--- config.mk ---
export PLATFORM = sky130hd
export DESIGN_NAME = ccpu_unit
export DESIGN_NICKNAME = d
export VERILOG_FILES = /design/src/ccpu_pkg.sv /design/src/ccpu_unit.sv /design/src/ccpu_pin_sync.sv
export VERILOG_INCLUDE_DIRS = /design/src /design/src/src
export SDC_FILE = /design/constraint.sdc
export NUM_CORES = 1
export LEC_CHECK = 0
export BUFFER_PORTS_ARGS = -buffer_cell sky130_fd_sc_hd__buf_2
export CAP_MARGIN = 25
export CORE_AREA = 2 2 123 125
export DETAILED_ROUTE_END_ITERATION = 8
export DIE_AREA = 0 0 125 127
export PLACE_DENSITY = 0.56
export RECOVER_POWER = 100
export SLEW_MARGIN = 20
export SYNTH_ARGS = -nofsm -noshare
export SYNTH_HDL_FRONTEND = slang
export SYNTH_SLANG_ARGS = --single-unit
--- constraint.sdc ---
create_clock -name i_mclk -period 6.55 [get_ports i_mclk]
set_clock_uncertainty 0.05 [all_clocks]
set_input_delay 0.9825 -clock i_mclk [delete_from_list [all_inputs] [get_ports i_mclk]]
set_output_delay 0.9825 -clock i_mclk [all_outputs]
set_load 0.02 [all_outputs]
--- src/ccpu_consts.svh ---
`ifndef CCPU_CONSTS_SVH
`define CCPU_CONSTS_SVH
// Register offsets (byte addresses on the plain register port).
`define CCPU_OFF_VALUE_LOW   8'h13
`define CCPU_OFF_VALUE_HIGH  8'h14
`define CCPU_OFF_CONTROL     8'h15
// Extra registers: event flag/status and timer2 period/control.
`define CCPU_OFF_FLAGS       8'h16
`define CCPU_OFF_PERIOD      8'h17
`define CCPU_OFF_T2CTRL      8'h18
// Field positions.
`define CCPU_FLAG_EVENT_BIT  5
`define CCPU_FLAG_OVF_BIT    0
`define CCPU_CTRL_DUTY_LSB   4
// Reset values.
`define CCPU_RST_CONTROL     8'h00
`define CCPU_RST_PERIOD      8'hFF
`define CCPU_RST_T2CTRL      8'h00
// Capture prescaler terminal counts.
`define CCPU_PRE4_LAST       4'h3
`define CCPU_PRE16_LAST      4'hF
`endif

--- src/ccpu_pkg.sv ---
package ccpu_pkg;
  // Bus request carrier.
  typedef struct packed {
    logic [7:0] addr;
    logic [7:0] wdata;
    logic       wr;
    logic       rd;
  } ccpu_bus_type;

  // Unit mode decoded from the mode select field.
  typedef enum logic [2:0] {
    CCPU_OFF,
    CCPU_CAPTURE,
    CCPU_CMP_SET,
    CCPU_CMP_CLR,
    CCPU_CMP_SOFT,
    CCPU_CMP_TRIG,
    CCPU_PWM
  } ccpu_mode_type;
endpackage

--- src/ccpu_unit.sv ---
// Implementation choice: the address-and-strobe port.
`timescale 1ns/1ps
`default_nettype none
`include "ccpu_consts.svh"
module ccpu_unit
  import ccpu_pkg::*;
(
  input  wire logic        i_mclk,
  input  wire logic        i_resetn,
  input  wire logic [7:0]  i_addr,
  input  wire logic [7:0]  i_wdata,
  input  wire logic        i_wr,
  input  wire logic        i_rd,
  output logic      [7:0]  o_rdata,
  input  wire logic [15:0] i_timer_count,
  input  wire logic        i_pin,
  output logic             o_pin,
  output logic             o_pin_oe_n,
  output logic             o_timer_reset,
  output logic             o_adc_start,
  output logic             o_event_flag
);
  // ----------------------------------------------------------------
  // Register state
  // ----------------------------------------------------------------
  ccpu_bus_type  bus;            // Bundled request.
  ccpu_mode_type mode;           // Decoded mode.
  logic [7:0]    value_low;      // Low byte of value pair / duty MSBs.
  logic [7:0]    value_high;     // High byte / latched duty in PWM.
  logic [7:0]    control;        // Mode select and duty low bits.
  logic [7:0]    period;         // Timer2 period value.
  logic [7:0]    t2ctrl;         // Bit 2 run, bits 1:0 prescale.
  logic [7:0]    t2count;        // Timer2 count.
  logic [3:0]    t2pre;          // Timer2 prescaler counter.
  logic [1:0]    qclk;           // Quarter-cycle bits.
  logic [1:0]    duty_latch;     // Latched two duty LSBs.
  logic [3:0]    cap_pre;        // Capture prescaler counter.
  logic          out_latch;      // Compare/PWM output latch.
  logic          pin_level;      // Synchronised pin.
  logic          pin_rise;       // Synchronised rising edge.
  logic          pin_fall;       // Synchronised falling edge.
  logic          cap_hit;        // Capture event this cycle.
  logic          match;          // Compare match this cycle.
  logic          t2_tick;        // Timer2 increments this cycle.
  logic          t2_wrap;        // Period complete on this increment.
  logic [7:0]    next_t2count;   // Timer2 count after this edge.
  logic [3:0]    next_t2pre;     // Timer2 prescaler after this edge.
  logic [9:0]    next_ext;       // Extended timer2 after this edge.
  logic [9:0]    duty_now;       // Latched 10-bit duty.
  logic          sw_clr;         // Software clears the event flag.
  logic [3:0]    pre_last;       // Prescaler terminal count.
  logic          match_q;        // Pair/timer equality seen last cycle.

  assign bus = '{addr: i_addr, wdata: i_wdata, wr: i_wr, rd: i_rd};

  // ----------------------------------------------------------------
  // Mode decode
  // ----------------------------------------------------------------
  // Reserved codes 0001..0011 behave as off.
  always_comb begin
    mode = CCPU_OFF;
    if (control[3:2] == 2'b11) begin
      mode = CCPU_PWM;
    end else if (control[3:2] == 2'b01) begin
      mode = CCPU_CAPTURE;
    end else if (control[3:2] == 2'b10) begin
      unique case (control[1:0])
        2'b00: mode = CCPU_CMP_SET;
        2'b01: mode = CCPU_CMP_CLR;
        2'b10: mode = CCPU_CMP_SOFT;
        2'b11: mode = CCPU_CMP_TRIG;
      endcase
    end
  end

  // ----------------------------------------------------------------
  // Pin synchroniser
  // ----------------------------------------------------------------
  // The raw pin is sampled regardless of direction, so a port write
  // that moves a driven pin still produces an edge.
  ccpu_pin_sync u_sync (
    .i_mclk   (i_mclk),
    .i_resetn (i_resetn),
    .i_async  (i_pin),
    .o_level  (pin_level),
    .o_rise   (pin_rise),
    .o_fall   (pin_fall)
  );

  // ----------------------------------------------------------------
  // Capture
  // ----------------------------------------------------------------
  assign pre_last = control[0] ? `CCPU_PRE16_LAST : `CCPU_PRE4_LAST;

  always_comb begin
    cap_hit = 1'b0;
    if (mode == CCPU_CAPTURE) begin
      unique case (control[1:0])
        2'b00: cap_hit = pin_fall;
        2'b01: cap_hit = pin_rise;
        default: cap_hit = pin_rise && (cap_pre == pre_last);
      endcase
    end
  end

  // Prescaler counter; a direct switch between the two prescale settings keeps
  // its count because only leaving capture mode or a single-edge setting clears it.
  always_ff @(posedge i_mclk or negedge i_resetn) begin
    if (!i_resetn) begin
      cap_pre <= 4'h0;
    end else if (mode != CCPU_CAPTURE || !control[1]) begin
      cap_pre <= 4'h0;
    end else if (pin_rise) begin
      cap_pre <= (cap_pre >= pre_last) ? 4'h0 : cap_pre + 4'h1;
    end
  end

  // ----------------------------------------------------------------
  // Compare
  // ----------------------------------------------------------------
  // One match per equal window: the timer may hold a value for many
  // core cycles, so only the first cycle of equality counts.
  always_comb begin
    match = 1'b0;
    if (mode == CCPU_CMP_SET || mode == CCPU_CMP_CLR ||
        mode == CCPU_CMP_SOFT || mode == CCPU_CMP_TRIG) begin
      match = ({value_high, value_low} == i_timer_count) && !match_q;
    end
  end

  always_ff @(posedge i_mclk or negedge i_resetn) begin
    if (!i_resetn) begin
      match_q <= 1'b0;
    end else begin
      match_q <= ({value_high, value_low} == i_timer_count);
    end
  end

  // Special event trigger pulses; timer resets here never touch the
  // overflow flag, which lives outside and sees only this strobe.
  always_ff @(posedge i_mclk or negedge i_resetn) begin
    if (!i_resetn) begin
      o_timer_reset <= 1'b0;
      o_adc_start   <= 1'b0;
    end else begin
      o_timer_reset <= match && mode == CCPU_CMP_TRIG;
      o_adc_start   <= match && mode == CCPU_CMP_TRIG;
    end
  end

  // ----------------------------------------------------------------
  // Timer2 time base
  // ----------------------------------------------------------------
  // Quarter-cycle bits run always; prescale 1, 4 or 16.
  always_ff @(posedge i_mclk or negedge i_resetn) begin
    if (!i_resetn) begin
      qclk <= 2'b00;
    end else begin
      qclk <= qclk + 2'b01;
    end
  end

  always_comb begin
    unique case (t2ctrl[1:0])
      2'b00:   t2_tick = t2ctrl[2] && qclk == 2'b11;
      2'b01:   t2_tick = t2ctrl[2] && qclk == 2'b11 && t2pre[1:0] == 2'b11;
      default: t2_tick = t2ctrl[2] && qclk == 2'b11 && t2pre == 4'hF;
    endcase
  end

  // Postscaler is not modelled: the period depends only on these.
  assign t2_wrap = t2_tick && (t2count == period);

  always_ff @(posedge i_mclk or negedge i_resetn) begin
    if (!i_resetn) begin
      t2pre   <= 4'h0;
      t2count <= 8'h00;
    end else begin
      if (qclk == 2'b11) begin
        t2pre <= t2pre + 4'h1;
      end
      if (t2_wrap) begin
        t2count <= 8'h00;
      end else if (t2_tick) begin
        t2count <= t2count + 8'h01;
      end
    end
  end

  // Fine bits: quarter clock at prescale 1, prescaler bits otherwise.
  // The compare looks at the value the extended count takes at the
  // coming edge. The set also lands on the edge that starts the period,
  // so the high time is exactly the duty count; comparing the present
  // value instead would stretch every pulse by one clock.
  always_comb begin
    next_t2count = t2count;
    if (t2_wrap) begin
      next_t2count = 8'h00;
    end else if (t2_tick) begin
      next_t2count = t2count + 8'h01;
    end
    next_t2pre = (qclk == 2'b11) ? t2pre + 4'h1 : t2pre;
    unique case (t2ctrl[1:0])
      2'b00:   next_ext = {next_t2count, qclk + 2'b01};
      2'b01:   next_ext = {next_t2count, next_t2pre[1:0]};
      default: next_ext = {next_t2count, next_t2pre[3:2]};
    endcase
  end

  assign duty_now = {value_high, duty_latch};

  // ----------------------------------------------------------------
  // Output latch
  // ----------------------------------------------------------------
  // Period start sets the pin unless duty is zero; a duty beyond the
  // period never equals the count, so the pin stays high.
  always_ff @(posedge i_mclk or negedge i_resetn) begin
    if (!i_resetn) begin
      out_latch <= 1'b0;
    end else if (bus.wr && bus.addr == `CCPU_OFF_CONTROL && bus.wdata == 8'h00) begin
      out_latch <= 1'b0;
    end else if (mode == CCPU_PWM) begin
      if (t2_wrap) begin
        out_latch <= ({value_low, control[5:4]} != 10'h000);
      end else if (next_ext == duty_now) begin
        out_latch <= 1'b0;
      end
    end else if (match && mode == CCPU_CMP_SET) begin
      out_latch <= 1'b1;
    end else if (match && mode == CCPU_CMP_CLR) begin
      out_latch <= 1'b0;
    end
  end

  // Pin outputs: drive only in compare-drive and PWM modes.
  always_ff @(posedge i_mclk or negedge i_resetn) begin
    if (!i_resetn) begin
      o_pin      <= 1'b0;
      o_pin_oe_n <= 1'b1;
    end else begin
      o_pin      <= out_latch;
      o_pin_oe_n <= !(mode == CCPU_PWM || mode == CCPU_CMP_SET || mode == CCPU_CMP_CLR);
    end
  end

  // ----------------------------------------------------------------
  // Registers
  // ----------------------------------------------------------------
  always_ff @(posedge i_mclk or negedge i_resetn) begin
    if (!i_resetn) begin
      control <= `CCPU_RST_CONTROL;
      period  <= `CCPU_RST_PERIOD;
      t2ctrl  <= `CCPU_RST_T2CTRL;
    end else if (bus.wr) begin
      if (bus.addr == `CCPU_OFF_CONTROL) begin
        control <= {2'b00, bus.wdata[5:0]};
      end
      if (bus.addr == `CCPU_OFF_PERIOD) begin
        period <= bus.wdata;
      end
      if (bus.addr == `CCPU_OFF_T2CTRL) begin
        t2ctrl <= {5'h00, bus.wdata[2:0]};
      end
    end
  end

  // Value pair: capture wins over a software write in the same cycle.
  always_ff @(posedge i_mclk or negedge i_resetn) begin
    if (!i_resetn) begin
      value_low  <= 8'h00;
      value_high <= 8'h00;
      duty_latch <= 2'b00;
    end else if (cap_hit) begin
      value_low  <= i_timer_count[7:0];
      value_high <= i_timer_count[15:8];
    end else begin
      if (bus.wr && bus.addr == `CCPU_OFF_VALUE_LOW) begin
        value_low <= bus.wdata;
      end
      if (mode == CCPU_PWM) begin
        if (t2_wrap) begin
          value_high <= value_low;
          duty_latch <= control[5:4];
        end
      end else if (bus.wr && bus.addr == `CCPU_OFF_VALUE_HIGH) begin
        value_high <= bus.wdata;
      end
    end
  end

  // Event flag: set wins over software clear (write 1 to bit 5 clears).
  // A mode change can raise a stray edge or match, which sets it too.
  assign sw_clr = bus.wr && bus.addr == `CCPU_OFF_FLAGS && bus.wdata[`CCPU_FLAG_EVENT_BIT];

  always_ff @(posedge i_mclk or negedge i_resetn) begin
    if (!i_resetn) begin
      o_event_flag <= 1'b0;
    end else if (cap_hit || match) begin
      o_event_flag <= 1'b1;
    end else if (sw_clr) begin
      o_event_flag <= 1'b0;
    end
  end

  // Read data stand one cycle after the read strobe, zero otherwise.
  always_ff @(posedge i_mclk or negedge i_resetn) begin
    if (!i_resetn) begin
      o_rdata <= 8'h00;
    end else if (bus.rd) begin
      unique case (bus.addr)
        `CCPU_OFF_VALUE_LOW:  o_rdata <= value_low;
        `CCPU_OFF_VALUE_HIGH: o_rdata <= value_high;
        `CCPU_OFF_CONTROL:    o_rdata <= control;
        `CCPU_OFF_FLAGS:      o_rdata <= {2'b00, o_event_flag, 4'h0, pin_level};
        `CCPU_OFF_PERIOD:     o_rdata <= period;
        `CCPU_OFF_T2CTRL:     o_rdata <= t2count;
        default:              o_rdata <= 8'h00;
      endcase
    end else begin
      o_rdata <= 8'h00;
    end
  end
endmodule
`default_nettype wire

--- src/ccpu_pin_sync.sv ---
`timescale 1ns/1ps
`default_nettype none
// Three-stage synchroniser: a change counts once stages two and three agree.
module ccpu_pin_sync
  import ccpu_pkg::*;
(
  input  wire logic i_mclk,
  input  wire logic i_resetn,
  input  wire logic i_async,
  output logic      o_level,
  output logic      o_rise,
  output logic      o_fall
);
  logic s1;  // First stage, read only by s2.
  logic s2;  // Second stage.
  logic s3;  // Third stage.

  // Shift the pin through three flops.
  always_ff @(posedge i_mclk or negedge i_resetn) begin
    if (!i_resetn) begin
      s1 <= 1'b0;
      s2 <= 1'b0;
      s3 <= 1'b0;
    end else begin
      s1 <= i_async;
      s2 <= s1;
      s3 <= s2;
    end
  end

  // Filtered level follows once two and three agree; edges from it.
  always_ff @(posedge i_mclk or negedge i_resetn) begin
    if (!i_resetn) begin
      o_level <= 1'b0;
      o_rise  <= 1'b0;
      o_fall  <= 1'b0;
    end else begin
      o_rise <= 1'b0;
      o_fall <= 1'b0;
      if (s2 == s3 && s3 != o_level) begin
        o_level <= s3;
        o_rise  <= s3;
        o_fall  <= !s3;
      end
    end
  end
endmodule
`default_nettype wire

Word level (Yosys, flattened, before mapping). Index checks and enable logic that the tools add are counted.

Bits in registers: 73. Input port bits: 37. Output and inout bits: 13.

$add $sub $neg: 4. $lt $le $gt $ge: 1. Equality and inequality tests: 31. Multiplexer cells: 34. Bitwise gates (word level): 1. Reductions and logical operators: 42.

Operator list (count): $mux W8 (9); $eq A8 B5 Y1 const B (6); $pmux W8 S6 (1); $mux W4 (5); $eq A16 B16 Y1 (1); $logic_and A1 B1 Y1 (16); $eq A2 B2 Y1 const B (6); $mux W1 (12); $pmux W3 S4 (1); $eq A10 B10 Y1 (1); $reduce_and A2 Y1 (5); $reduce_bool A10 Y1 (1); $eq A3 B3 Y1 const B (3); $mux W3 (3); $add A4 B1 Y4 const B (2); $add A8 B1 Y8 const B (1); $eq A8 B8 Y1 (1); $logic_not A8 Y1 (1); $logic_or A1 B1 Y1 (7); $eq A2 B1 Y1 const B (3); $eq A3 B2 Y1 const B (2); $reduce_bool A2 Y1 (3); $eq A4 B4 Y1 (1); $eq A4 B4 Y1 const B (1); other kinds (16) (21).

Depth between registers and ports, before layout. Gate-level depths: netlist of run 1.

Word-level depth: 15. Gate-level depth with buffers: 11.

Hierarchy. Synthesis of run 1 repeated with hierarchy kept, for this count alone.

Cells, all modules: 422. Area, all modules: 4398.0 um^2.

By module, submodules not included: ccpu_unit (times used 1, cells each 413, area each 4219.0 um^2, sequential area each 1687.9 um^2); ccpu_pin_sync (times used 1, cells each 9, area each 178.9 um^2, sequential area each 150.1 um^2).

Worst setup path after synthesis of run 1. Ideal clock, no wire load.

Path type: input to register. From: input i_addr[5]. To: register value_high[0]. Data arrival time: 2.609 ns. Data required time: 6.375 ns. Path slack: 3.767 ns. Stages: 9. Buffers on the path: 1. Cell sequence: nand2b_1 nor4_2 nand2_1 nor3_2 nand2_1 nand2_1 a21o_1 buf_4 mux2_2.

Word-level cells in the longest chain between the ends: 4.

RTL lines: start: declaration (line ccpu_unit.sv:10) `input wire logic [7:0] i_addr,`; $eq A8 B5 Y1; $logic_and A1 B1 Y1 (no source line); $reduce_bool A3 Y1 (no source line); $reduce_and A2 Y1 (no source line); end signal: assignment (line ccpu_unit.sv:275) `value_high <= i_timer_count[15:8];`; end signal: assignment (line ccpu_unit.sv:282) `value_high <= value_low;`; end signal: assignment (line ccpu_unit.sv:286) `value_high <= bus.wdata;`; end: declaration (line ccpu_unit.sv:29) `logic [7:0] value_high;`.

No other way between the ends. A chain may end at the register's enable or synchronous reset.

Final worst setup path of run 1.
From: input i_addr[2]. To: register o_rdata[2].

Word-level cells in the longest chain between the ends: 3.

RTL lines: $eq A8 B5 Y1 (line ccpu_unit.sv:310) `unique case (bus.addr)`; $pmux W8 S6 (*) (line ccpu_unit.sv:310); $mux W8 (*) (line ccpu_unit.sv:309) `end else if (bus.rd) begin`; end signal: assignment (line ccpu_unit.sv:311) `` `CCPU_OFF_VALUE_LOW: o_rdata <= value_low; ``; end signal: assignment (line ccpu_unit.sv:312) `` `CCPU_OFF_VALUE_HIGH: o_rdata <= value_high; ``; end signal: assignment (line ccpu_unit.sv:313) `` `CCPU_OFF_CONTROL: o_rdata <= control; ``; end: declaration (line ccpu_unit.sv:14) `output logic [7:0] o_rdata,`.

Mark *: on every way between the ends. The rest lies on a longest branch, timed or not.

==> results of run 1 <==
-- logic make-up (layout without fill, tap and decap cells) --
group	count (synthesis)	count (layout)	synth area share [%]
AO/OA/AOI/OAI	88	88	14.3
AND/OR/NAND/NOR	129	129	16.4
adder cells (fa/ha/maj)	6	6	1.75
flip-flops	73	73	42.8
multiplexers	52	52	13.1
buffers and inverters	33	77	4.51
XOR/XNOR	34	34	7.10
-- critical path: stages --
cell and delay [ns]:
sky130_fd_sc_hd__clkbuf_1 0.29, sky130_fd_sc_hd__or4b_1 0.55, sky130_fd_sc_hd__nor4_1 1.05, sky130_fd_sc_hd__o31ai_1 0.36, sky130_fd_sc_hd__a21oi_1 0.36
-- metrics by stage --
stage	std cells	worst slack (ns)	utilization, %	hold WS, ns
floorplan	415	3.77	-	0.281
global placement	627	3.35	32.2	0.288
detailed placement	627	3.25	32.2	0.285
CTS	643	3.61	34.4	0.299
global route	643	2.80	33.9	0.307
finish	643	3.12	33.9	0.299
-- power by group through the flow --
stage | Combinational, mW | Clock [mW] | Sequential [mW]
after floorplan | 0.116 | 0 | 0.520
after global placement | 0.157 | 0 | 0.546
after detailed placement | 0.159 | 0 | 0.546
after CTS | 0.160 | 0.542 | 0.538
after global routing | 0.174 | 0.564 | 0.545
final | 0.156 | 0.531 | 0.540
-- worst min path at each step --
stage	slack (ns)	depth (start not counted)	from	end
2_1_floorplan	0.28	0	u_sync.s1$_DFF_PN0_	u_sync.s2$_DFF_PN0_
3_3_place_gp	0.29	0	u_sync.s1$_DFF_PN0_	u_sync.s2$_DFF_PN0_
3_5_place_dp	0.28	0	u_sync.s1$_DFF_PN0_	u_sync.s2$_DFF_PN0_
4_1_cts	0.30	0	u_sync.s1$_DFF_PN0_	u_sync.s2$_DFF_PN0_
5_1_grt	0.31	0	u_sync.s1$_DFF_PN0_	u_sync.s2$_DFF_PN0_
6_report	0.30	0	u_sync.s1$_DFF_PN0_	u_sync.s2$_DFF_PN0_
-- cells in the final DEF (no fill, tap or decap), types with 4 or more instances in the layout --
| cell | n |
|---|---|
| sky130_fd_sc_hd__xnor2_1 | 30 |
| sky130_fd_sc_hd__nor2b_1 | 7 |
| sky130_fd_sc_hd__mux2_2 | 31 |
| sky130_fd_sc_hd__ha_1 | 6 |
| sky130_fd_sc_hd__nand4_1 | 9 |
| sky130_fd_sc_hd__o31ai_1 | 5 |
| sky130_fd_sc_hd__clkbuf_1 | 17 |
| sky130_fd_sc_hd__dfrtp_1 | 64 |
| sky130_fd_sc_hd__nor3_1 | 8 |
| sky130_fd_sc_hd__clkbuf_16 | 9 |
| sky130_fd_sc_hd__o21ai_0 | 20 |
| sky130_fd_sc_hd__a211oi_1 | 4 |
| sky130_fd_sc_hd__and3_1 | 5 |
| sky130_fd_sc_hd__nand2_1 | 32 |
| sky130_fd_sc_hd__nor4_1 | 9 |
| sky130_fd_sc_hd__a222oi_1 | 6 |
| sky130_fd_sc_hd__nand3_1 | 13 |
| sky130_fd_sc_hd__mux2i_1 | 20 |
| sky130_fd_sc_hd__buf_2 | 34 |
| sky130_fd_sc_hd__dfstp_2 | 9 |
| sky130_fd_sc_hd__nor2_1 | 29 |
| sky130_fd_sc_hd__a21oi_1 | 22 |
| sky130_fd_sc_hd__inv_1 | 9 |
-- flip-flops by register name (all words and copies together) (netlist names), 2 cells and up --
register	cells
t2count	8
control	6
value_low	8
o_rdata	8
qclk	2
cap_pre	4
t2pre	4
value_high	8
t2ctrl	3
duty_latch	2
period	8
-- routing by layer --
layer | routed length, um | global-route usage (%) | vias to the layer above
met5 | 0 | 0 | -
met1 | 5430 | 20.9 | 1623
met4 | 157 | 3.99 | 0
li1 | - | - | 1595
met3 | 672 | 3.81 | 17
met2 | 5040 | 22.9 | 114
-- final cells by class --
cell class	count	area [sq um]	area share [%]
well taps	184	230	4.70
clock inverters	6	92.6	1.89
repair buffers	52	245	5.01
inverters	9	33.8	0.690
multi-input cells	309	2220	45.5
clock buffers	10	229	4.68
flip-flops and latches	73	1840	37.6
==> impl_summary.log, run 1 <==
INFO  metric synth_top_cells_by_count = 64 x sky130_fd_sc_hd__dfrtp_1, 32 x sky130_fd_sc_hd__nand2_1, 31 x sky130_fd_sc_hd__mux2_2, 30 x sky130_fd_sc_hd__xnor2_1, 29 x sky130_fd_sc_hd__nor2_1
INFO  metric net-switching-power = 0.331 mW
INFO  metric asyncSetResetFlopFracSynth = 100%
INFO  metric path_max_fanout = 13
INFO  metric hold_class = register to register
INFO  metric timing.final.crit_period = 3.43 ns
INFO  metric seq_area_frac_synth = 42.8%
INFO  metric synth-edff-count = 0
INFO  metric postSynthRegisterBits = 73
INFO  metric cts.sinks = 73
INFO  metric die_w = 125 um
INFO  metric wl_per_cell = 17.6 um
INFO  metric layout_overhead_on_the_synthesized_area = 13.8%
INFO  metric cts.clk_slew.worst_paths = 0.06 ns
INFO  metric final_cell_area = 4890 sq um
INFO  metric vdd.ir_drop.worst = 0.101 mV
INFO  metric status = finished, final reports clean
INFO  metric route.detailed.drc = 0
INFO  metric ff_to_ff_setup_slack = 3.23 ns
INFO  metric maxCapViolCount = 0
INFO  metric rr_startpoint = qclk[0]$_DFF_PN0_
INFO  metric timing.final.crit_share = 52.3%
INFO  metric netlist_area = 4300 sq um
INFO  metric internal_power = 0.896 mW
INFO  metric worst_ep_arrival_time = 3.59 ns
INFO  metric grt.total_usage = 14.9%
INFO  metric h-tree-depth = 3
INFO  metric rr_worst_depth = 10
INFO  metric via_per_inst = 5.21
INFO  metric fp.dieArea = 15900 sq um
INFO  metric grt_pass1_wl = 18.5 mm
INFO  metric number_of_warnings_printed_during_yosys_synthesis = 0
INFO  metric synthCells = 415
INFO  metric synth_top_cell_area_share = 37.3%
INFO  metric clk_latency = 0.34 ns
INFO  metric worst_setup_path_start_kind = input pin
INFO  metric cts_resized = 0
INFO  metric setup-violations-final = 0
INFO  metric cts_tree = yes
INFO  metric tightestPinTransition = 1.38 ns
INFO  metric initialDrtViolationCount = 201
INFO  metric gp_congestion = 0.834
INFO  metric detail_route.wirelength = 11.3 mm
INFO  metric place.port_buffers = 49
INFO  metric layout.filler_cells = 1499
INFO  metric power.sequential.fraction = 44.0%
INFO  metric cts_max_path_buffers = 2
INFO  metric library_cell_occupying_the_most_area_in_the_post_synthesis_netlist = sky130_fd_sc_hd__dfrtp_1
INFO  metric grt_antenna_before_repair = 0
INFO  metric dpl.hpwl = 8.34 mm
INFO  metric post_synth_main_area_contributors = sky130_fd_sc_hd__dfrtp_1 37%, sky130_fd_sc_hd__mux2_2 8.1%, sky130_fd_sc_hd__xnor2_1 6.1%, sky130_fd_sc_hd__dfstp_2 5.5%, sky130_fd_sc_hd__mux2i_1 4.7%
INFO  metric timing.critical_path.from = i_addr[2]
INFO  metric max_slew_margin_vs_limit = 7.47%
INFO  metric timing_max_transition_violations_final = 0
INFO  metric ios = 50
INFO  metric grt_pass1_vias = 3383
INFO  metric critPathRequiredTime = 6.71 ns
INFO  metric die_height = 127 um
INFO  metric timing.setup.critical_path_class = input pin to register
INFO  metric design_power_total = 1.23 mW
INFO  metric diodes = 0
INFO  metric initial_core_util = 29.8%
INFO  metric post_cts_buffers = 0
INFO  metric rsz0062_at_grt = false
INFO  metric syn_avg_cell_area = 10.4 sq um
INFO  metric clock_tree.root_cell = sky130_fd_sc_hd__clkbuf_16
INFO  metric pwr-share-comb = 12.7%
INFO  metric timing.rr.end = out_latch$_DFFE_PN0P_
INFO  metric clock.fmax = 292 MHz
INFO  metric synth.distinct_cells = 66
INFO  metric total_leakage_power = 2.13 nW
INFO  metric postRouteAntennaNets = 0
INFO  metric power.share.switching = 27.0%
INFO  metric critical_path.endpoint = o_rdata[2]$_DFF_PN0_
INFO  metric cts-hold-fix-buffers = 0
INFO  metric placedInstanceArea = 4640 sq um
INFO  metric syn-num-nets = 458
INFO  metric final_layout_size_suffix_gt1_share = 22.4%
INFO  metric final.setup.tns = 0 ns
INFO  metric placement_rows = 44
INFO  metric via_count = 3349
INFO  metric timing.critical_path.to_type = register
INFO  metric power_density_over_cell_area = 251 nW/um^2
INFO  metric timing_hold_violations_final = 0
INFO  metric dr.pass1.iters = 5
INFO  metric core-area = 14400 sq um
INFO  metric synth-main-ff-cell = sky130_fd_sc_hd__dfrtp_1
INFO  metric finalNetCount = 497
INFO  metric grt_max_degree = 74
INFO  metric clock_power_share = 43.3%
INFO  metric remaining_overflow_grt = 0
INFO  metric cts_buffers = 9
INFO  metric synth.most_common_cell = sky130_fd_sc_hd__dfrtp_1
No activity file was read; power rests on OpenSTA's default activity.
==> inputs of run 2 (changes only) <==
--- a/config.mk
+++ b/config.mk
@@ -11,7 +11,7 @@
 export CORE_AREA = 2 2 123 125
 export DETAILED_ROUTE_END_ITERATION = 8
 export DIE_AREA = 0 0 125 127
-export PLACE_DENSITY = 0.56
+export PLACE_DENSITY = 0.58
 export RECOVER_POWER = 100
 export SLEW_MARGIN = 20
 export SYNTH_ARGS = -nofsm -noshare
==> constraint.sdc (replaced) <==
create_clock -name i_mclk -period 2.9 [get_ports i_mclk]
set_clock_uncertainty 0.05 [all_clocks]
set_input_delay 0.435 -clock i_mclk [delete_from_list [all_inputs] [get_ports i_mclk]]
set_output_delay 0.435 -clock i_mclk [all_outputs]
set_load 0.02 [all_outputs]
==> run 2 against run 1 <==
  * Critical path depth grew 4
  * Largest power group unchanged
  * Final cell count grew 1.4%
  * Sequential share of layout area shrank 0.48 points
  * The run now ends with max-capacitance violations, max-slew violations left
  * Combinational power grew 140%
  * Register-to-register slack lost 3.0 ns
  * Worst setup slack lost 2.9 ns
  * Clock power grew 110%
  * Worst hold slack lost 0.15 ns
  * Largest cell class unchanged
==> impl_summary.log, run 2 (synthesis results as in run 1) <==
INFO  metric layout.filler_cells = 1511 (+0.80%)
INFO  metric tightestPinTransition = 1.94 ns (+0.564 ns)
INFO  metric grt_pass1_wl = 19.3 mm (+4.2%)
INFO  metric maxCapViolCount = 1 (+1)
INFO  metric detail_route.wirelength = 12.0 mm (+6.2%)
INFO  metric remaining_overflow_grt = 0 (unchanged)
INFO  metric timing.final.crit_period = 2.69 ns
INFO  metric instances_no_fill = 652 (+1.4%)
INFO  metric grt_antenna_before_repair = 0 (unchanged)
INFO  metric rr_worst_depth = 9 (-1)
INFO  metric timing_hold_violations_final = 0 (unchanged)
INFO  metric initialDrtViolationCount = 265 (+32%)
INFO  metric net-switching-power = 0.761 mW (+130%)
INFO  metric dr.pass1.iters = 5 (unchanged)
INFO  metric placement_rows = 44 (unchanged)
INFO  metric initial_core_util = 29.8% (unchanged)
INFO  metric violated_checks = max-capacitance violations, max-slew violations
INFO  metric timing.rr.end = out_latch$_DFFE_PN0P_
INFO  metric postRouteAntennaNets = 0 (unchanged)
INFO  metric route.detailed.drc = 0 (unchanged)
INFO  metric worst_ep_arrival_time = 2.86 ns (-0.73 ns)
INFO  metric critical-path-top-delay-family = compound AO/OA/AOI/OAI gates
INFO  metric clock.fmax = 371 MHz
INFO  metric cts.clk_slew.worst_paths = 0.06 ns (about the same)
INFO  metric worst_path_setup_slack_after_routing = 0.205 ns (-2.92 ns)
INFO  metric design_power_total = 2.71 mW (+120%)
INFO  metric cts_max_path_buffers = 2 (unchanged)
INFO  metric grt_pass1_vias = 3473 (+2.7%)
INFO  metric crit_slowest_cell = sky130_fd_sc_hd__o32a_1
INFO  metric dpl.hpwl = 9.03 mm (+8.3%)
INFO  metric die_w = 125 um (unchanged)
INFO  metric rr_startpoint = qclk[0]$_DFF_PN0_
INFO  metric commonest_cells_after_routing_fill_and_taps_aside = 64 x sky130_fd_sc_hd__dfrtp_1, 34 x sky130_fd_sc_hd__buf_2, 32 x sky130_fd_sc_hd__nand2_1
INFO  metric via_per_inst = 5.33 (+2.3%)
INFO  metric timing.final.crit_share = 92.9%
INFO  metric ios = 50 (unchanged)
INFO  metric post-place-cells = 636 (+1.4%)
INFO  metric setup-violations-final = 0 (unchanged)
INFO  metric worst_hold_path.num_cells = 1 (+1)
INFO  metric path_max_fanout = 9 (-4)
INFO  metric status = finished with violations
INFO  metric post_cts_buffers = 0 (unchanged)
INFO  metric preCtsSetupSlack = 0.272 ns (-2.98 ns)
INFO  metric cts_tree = yes
INFO  metric internal_power = 1.95 mW (+120%)
INFO  metric worst_setup_path_start_kind = register
INFO  metric via_count = 3473 (+3.7%)
INFO  metric timing.setup.critical_path_class = register to register
INFO  metric grt_max_degree = 42 (-43%)
INFO  metric place.port_buffers = 49 (unchanged)
INFO  metric timing.hold.worst.start = i_pin
INFO  metric layout_overhead_on_the_synthesized_area = 15.3%
INFO  metric finalNetCount = 506 (+1.8%)
INFO  metric cts-hold-fix-buffers = 0 (unchanged)
INFO  metric cpPeakStageDelay = 0.43 ns (-0.62 ns)
INFO  metric timing_max_transition_violations_final = 33 (+33)
INFO  metric core-area = 14400 sq um (unchanged)
INFO  metric pwr-share-comb = 13.8% (+1.1 points)
INFO  metric power_density_over_cell_area = 546 nW/um^2 (+120%)
INFO  metric diodes = 0 (unchanged)
INFO  metric wl_per_cell = 18.4 um (+4.7%)
INFO  metric timing.critical_path.cells = ha_1 > nand2_4 > o32a_1 > nor3_1 > xnor2_1 > a2bb2o_4 > a211oi_2 > nand4_1 > a41o_1
INFO  metric clock_power_share = 41.3% (-2.0 points)
INFO  metric final_layout_size_suffix_gt1_share = 23.9% (+1.5 points)
INFO  metric power.sequential.fraction = 44.9% (+0.9 points)
INFO  metric clk_latency = 0.34 ns (about the same)
INFO  metric critPathBufInv = 0 (-1)
INFO  metric hold_class = input pin to register
INFO  metric cts_buffers = 9 (unchanged)
INFO  metric vdd.ir_drop.worst = 0.242 mV (+140%)
INFO  metric power.share.switching = 28.1% (+1.1 points)
INFO  metric cts_resized = 0 (unchanged)
INFO  metric final.setup.tns = 0 ns (unchanged)
INFO  metric timing.critical_path.to_type = register
INFO  metric total_leakage_power = 2.18 nW (+2.1%)
INFO  metric fp.dieArea = 15900 sq um (unchanged)
INFO  metric clock_tree.root_cell = sky130_fd_sc_hd__clkbuf_16
INFO  metric commonest_non_fill_non_tap_cell_in_the_layout = sky130_fd_sc_hd__dfrtp_1
INFO  metric die_height = 127 um (unchanged)
INFO  metric h-tree-depth = 3 (unchanged)
INFO  metric cts.sinks = 73 (unchanged)
INFO  metric rsz0062_at_grt = false
INFO  metric critPathRequiredTime = 3.07 ns (-3.64 ns)
INFO  metric hold-path-endpoint = u_sync.s1$_DFF_PN0_
INFO  metric gp_congestion = 0.931 (+12%)
INFO  metric ff_to_ff_setup_slack = 0.21 ns (-3.02 ns)
INFO  metric grt.total_usage = 15.5% (+0.58 points)
INFO  metric max_slew_margin_vs_limit = -29.3% (-37 points)
run 2: cell count changes in the layout (fill, tap and decap cells not counted), sizes merged:
cell and delta:
bufinv -1, buf +8, clkinv -1, inv +2, clkbuf +1
run 2: area by class of cell:
type                    instances  area [sq um]  area share, %
inverters                       9          33.8          0.681
clock buffers                  10           229           4.62
flip-flops and latches         73          1840           37.1
multi-input cells             309          2240           45.1
clock inverters                 6          67.6           1.36
well taps                     184           230           4.64
repair buffers                 61           323           6.51
run 2: through the flow:
stage	utilization, %	area, sq um	hold WS (ns)
6_report	34.4	4960	0.153
5_1_grt	34.4	4960	0.143
4_1_cts	34.8	5020	0.144
3_5_place_dp	32.7	4720	0.290
3_3_place_gp	32.7	4720	0.289
2_1_floorplan	-	4300	0.0894
run 2: metal layers:
metal | wire length (um) | track usage (%) | vias to the layer above
met1 | 5550 | 22.5 | 1710
met4 | 201 | 4.12 | 0
li1 | - | - | 1611
met5 | 0 | 0 | -
met2 | 5460 | 23.5 | 136
met3 | 793 | 3.14 | 16
run 2: power by group through the flow:
stage               clock network [mW]  logic (mW)  registers (mW)
finish                            1.12       0.374            1.22
CTS                               1.14       0.378            1.21
global placement                     0       0.371            1.23
detailed placement                   0       0.376            1.23
global route                      1.19       0.413            1.22
floorplan                            0       0.263            1.17
run 2: worst max path at each step:
| stage | startpoint | endpoint | cells past startpoint |
|---|---|---|---|
| floorplan | qclk[0]$_DFF_PN0_ | out_latch$_DFFE_PN0P_ | 10 |
| global placement | qclk[0]$_DFF_PN0_ | out_latch$_DFFE_PN0P_ | 9 |
| detailed placement | qclk[0]$_DFF_PN0_ | out_latch$_DFFE_PN0P_ | 9 |
| CTS | qclk[0]$_DFF_PN0_ | out_latch$_DFFE_PN0P_ | 9 |
| global route | qclk[0]$_DFF_PN0_ | out_latch$_DFFE_PN0P_ | 9 |
| finish | qclk[0]$_DFF_PN0_ | out_latch$_DFFE_PN0P_ | 9 |
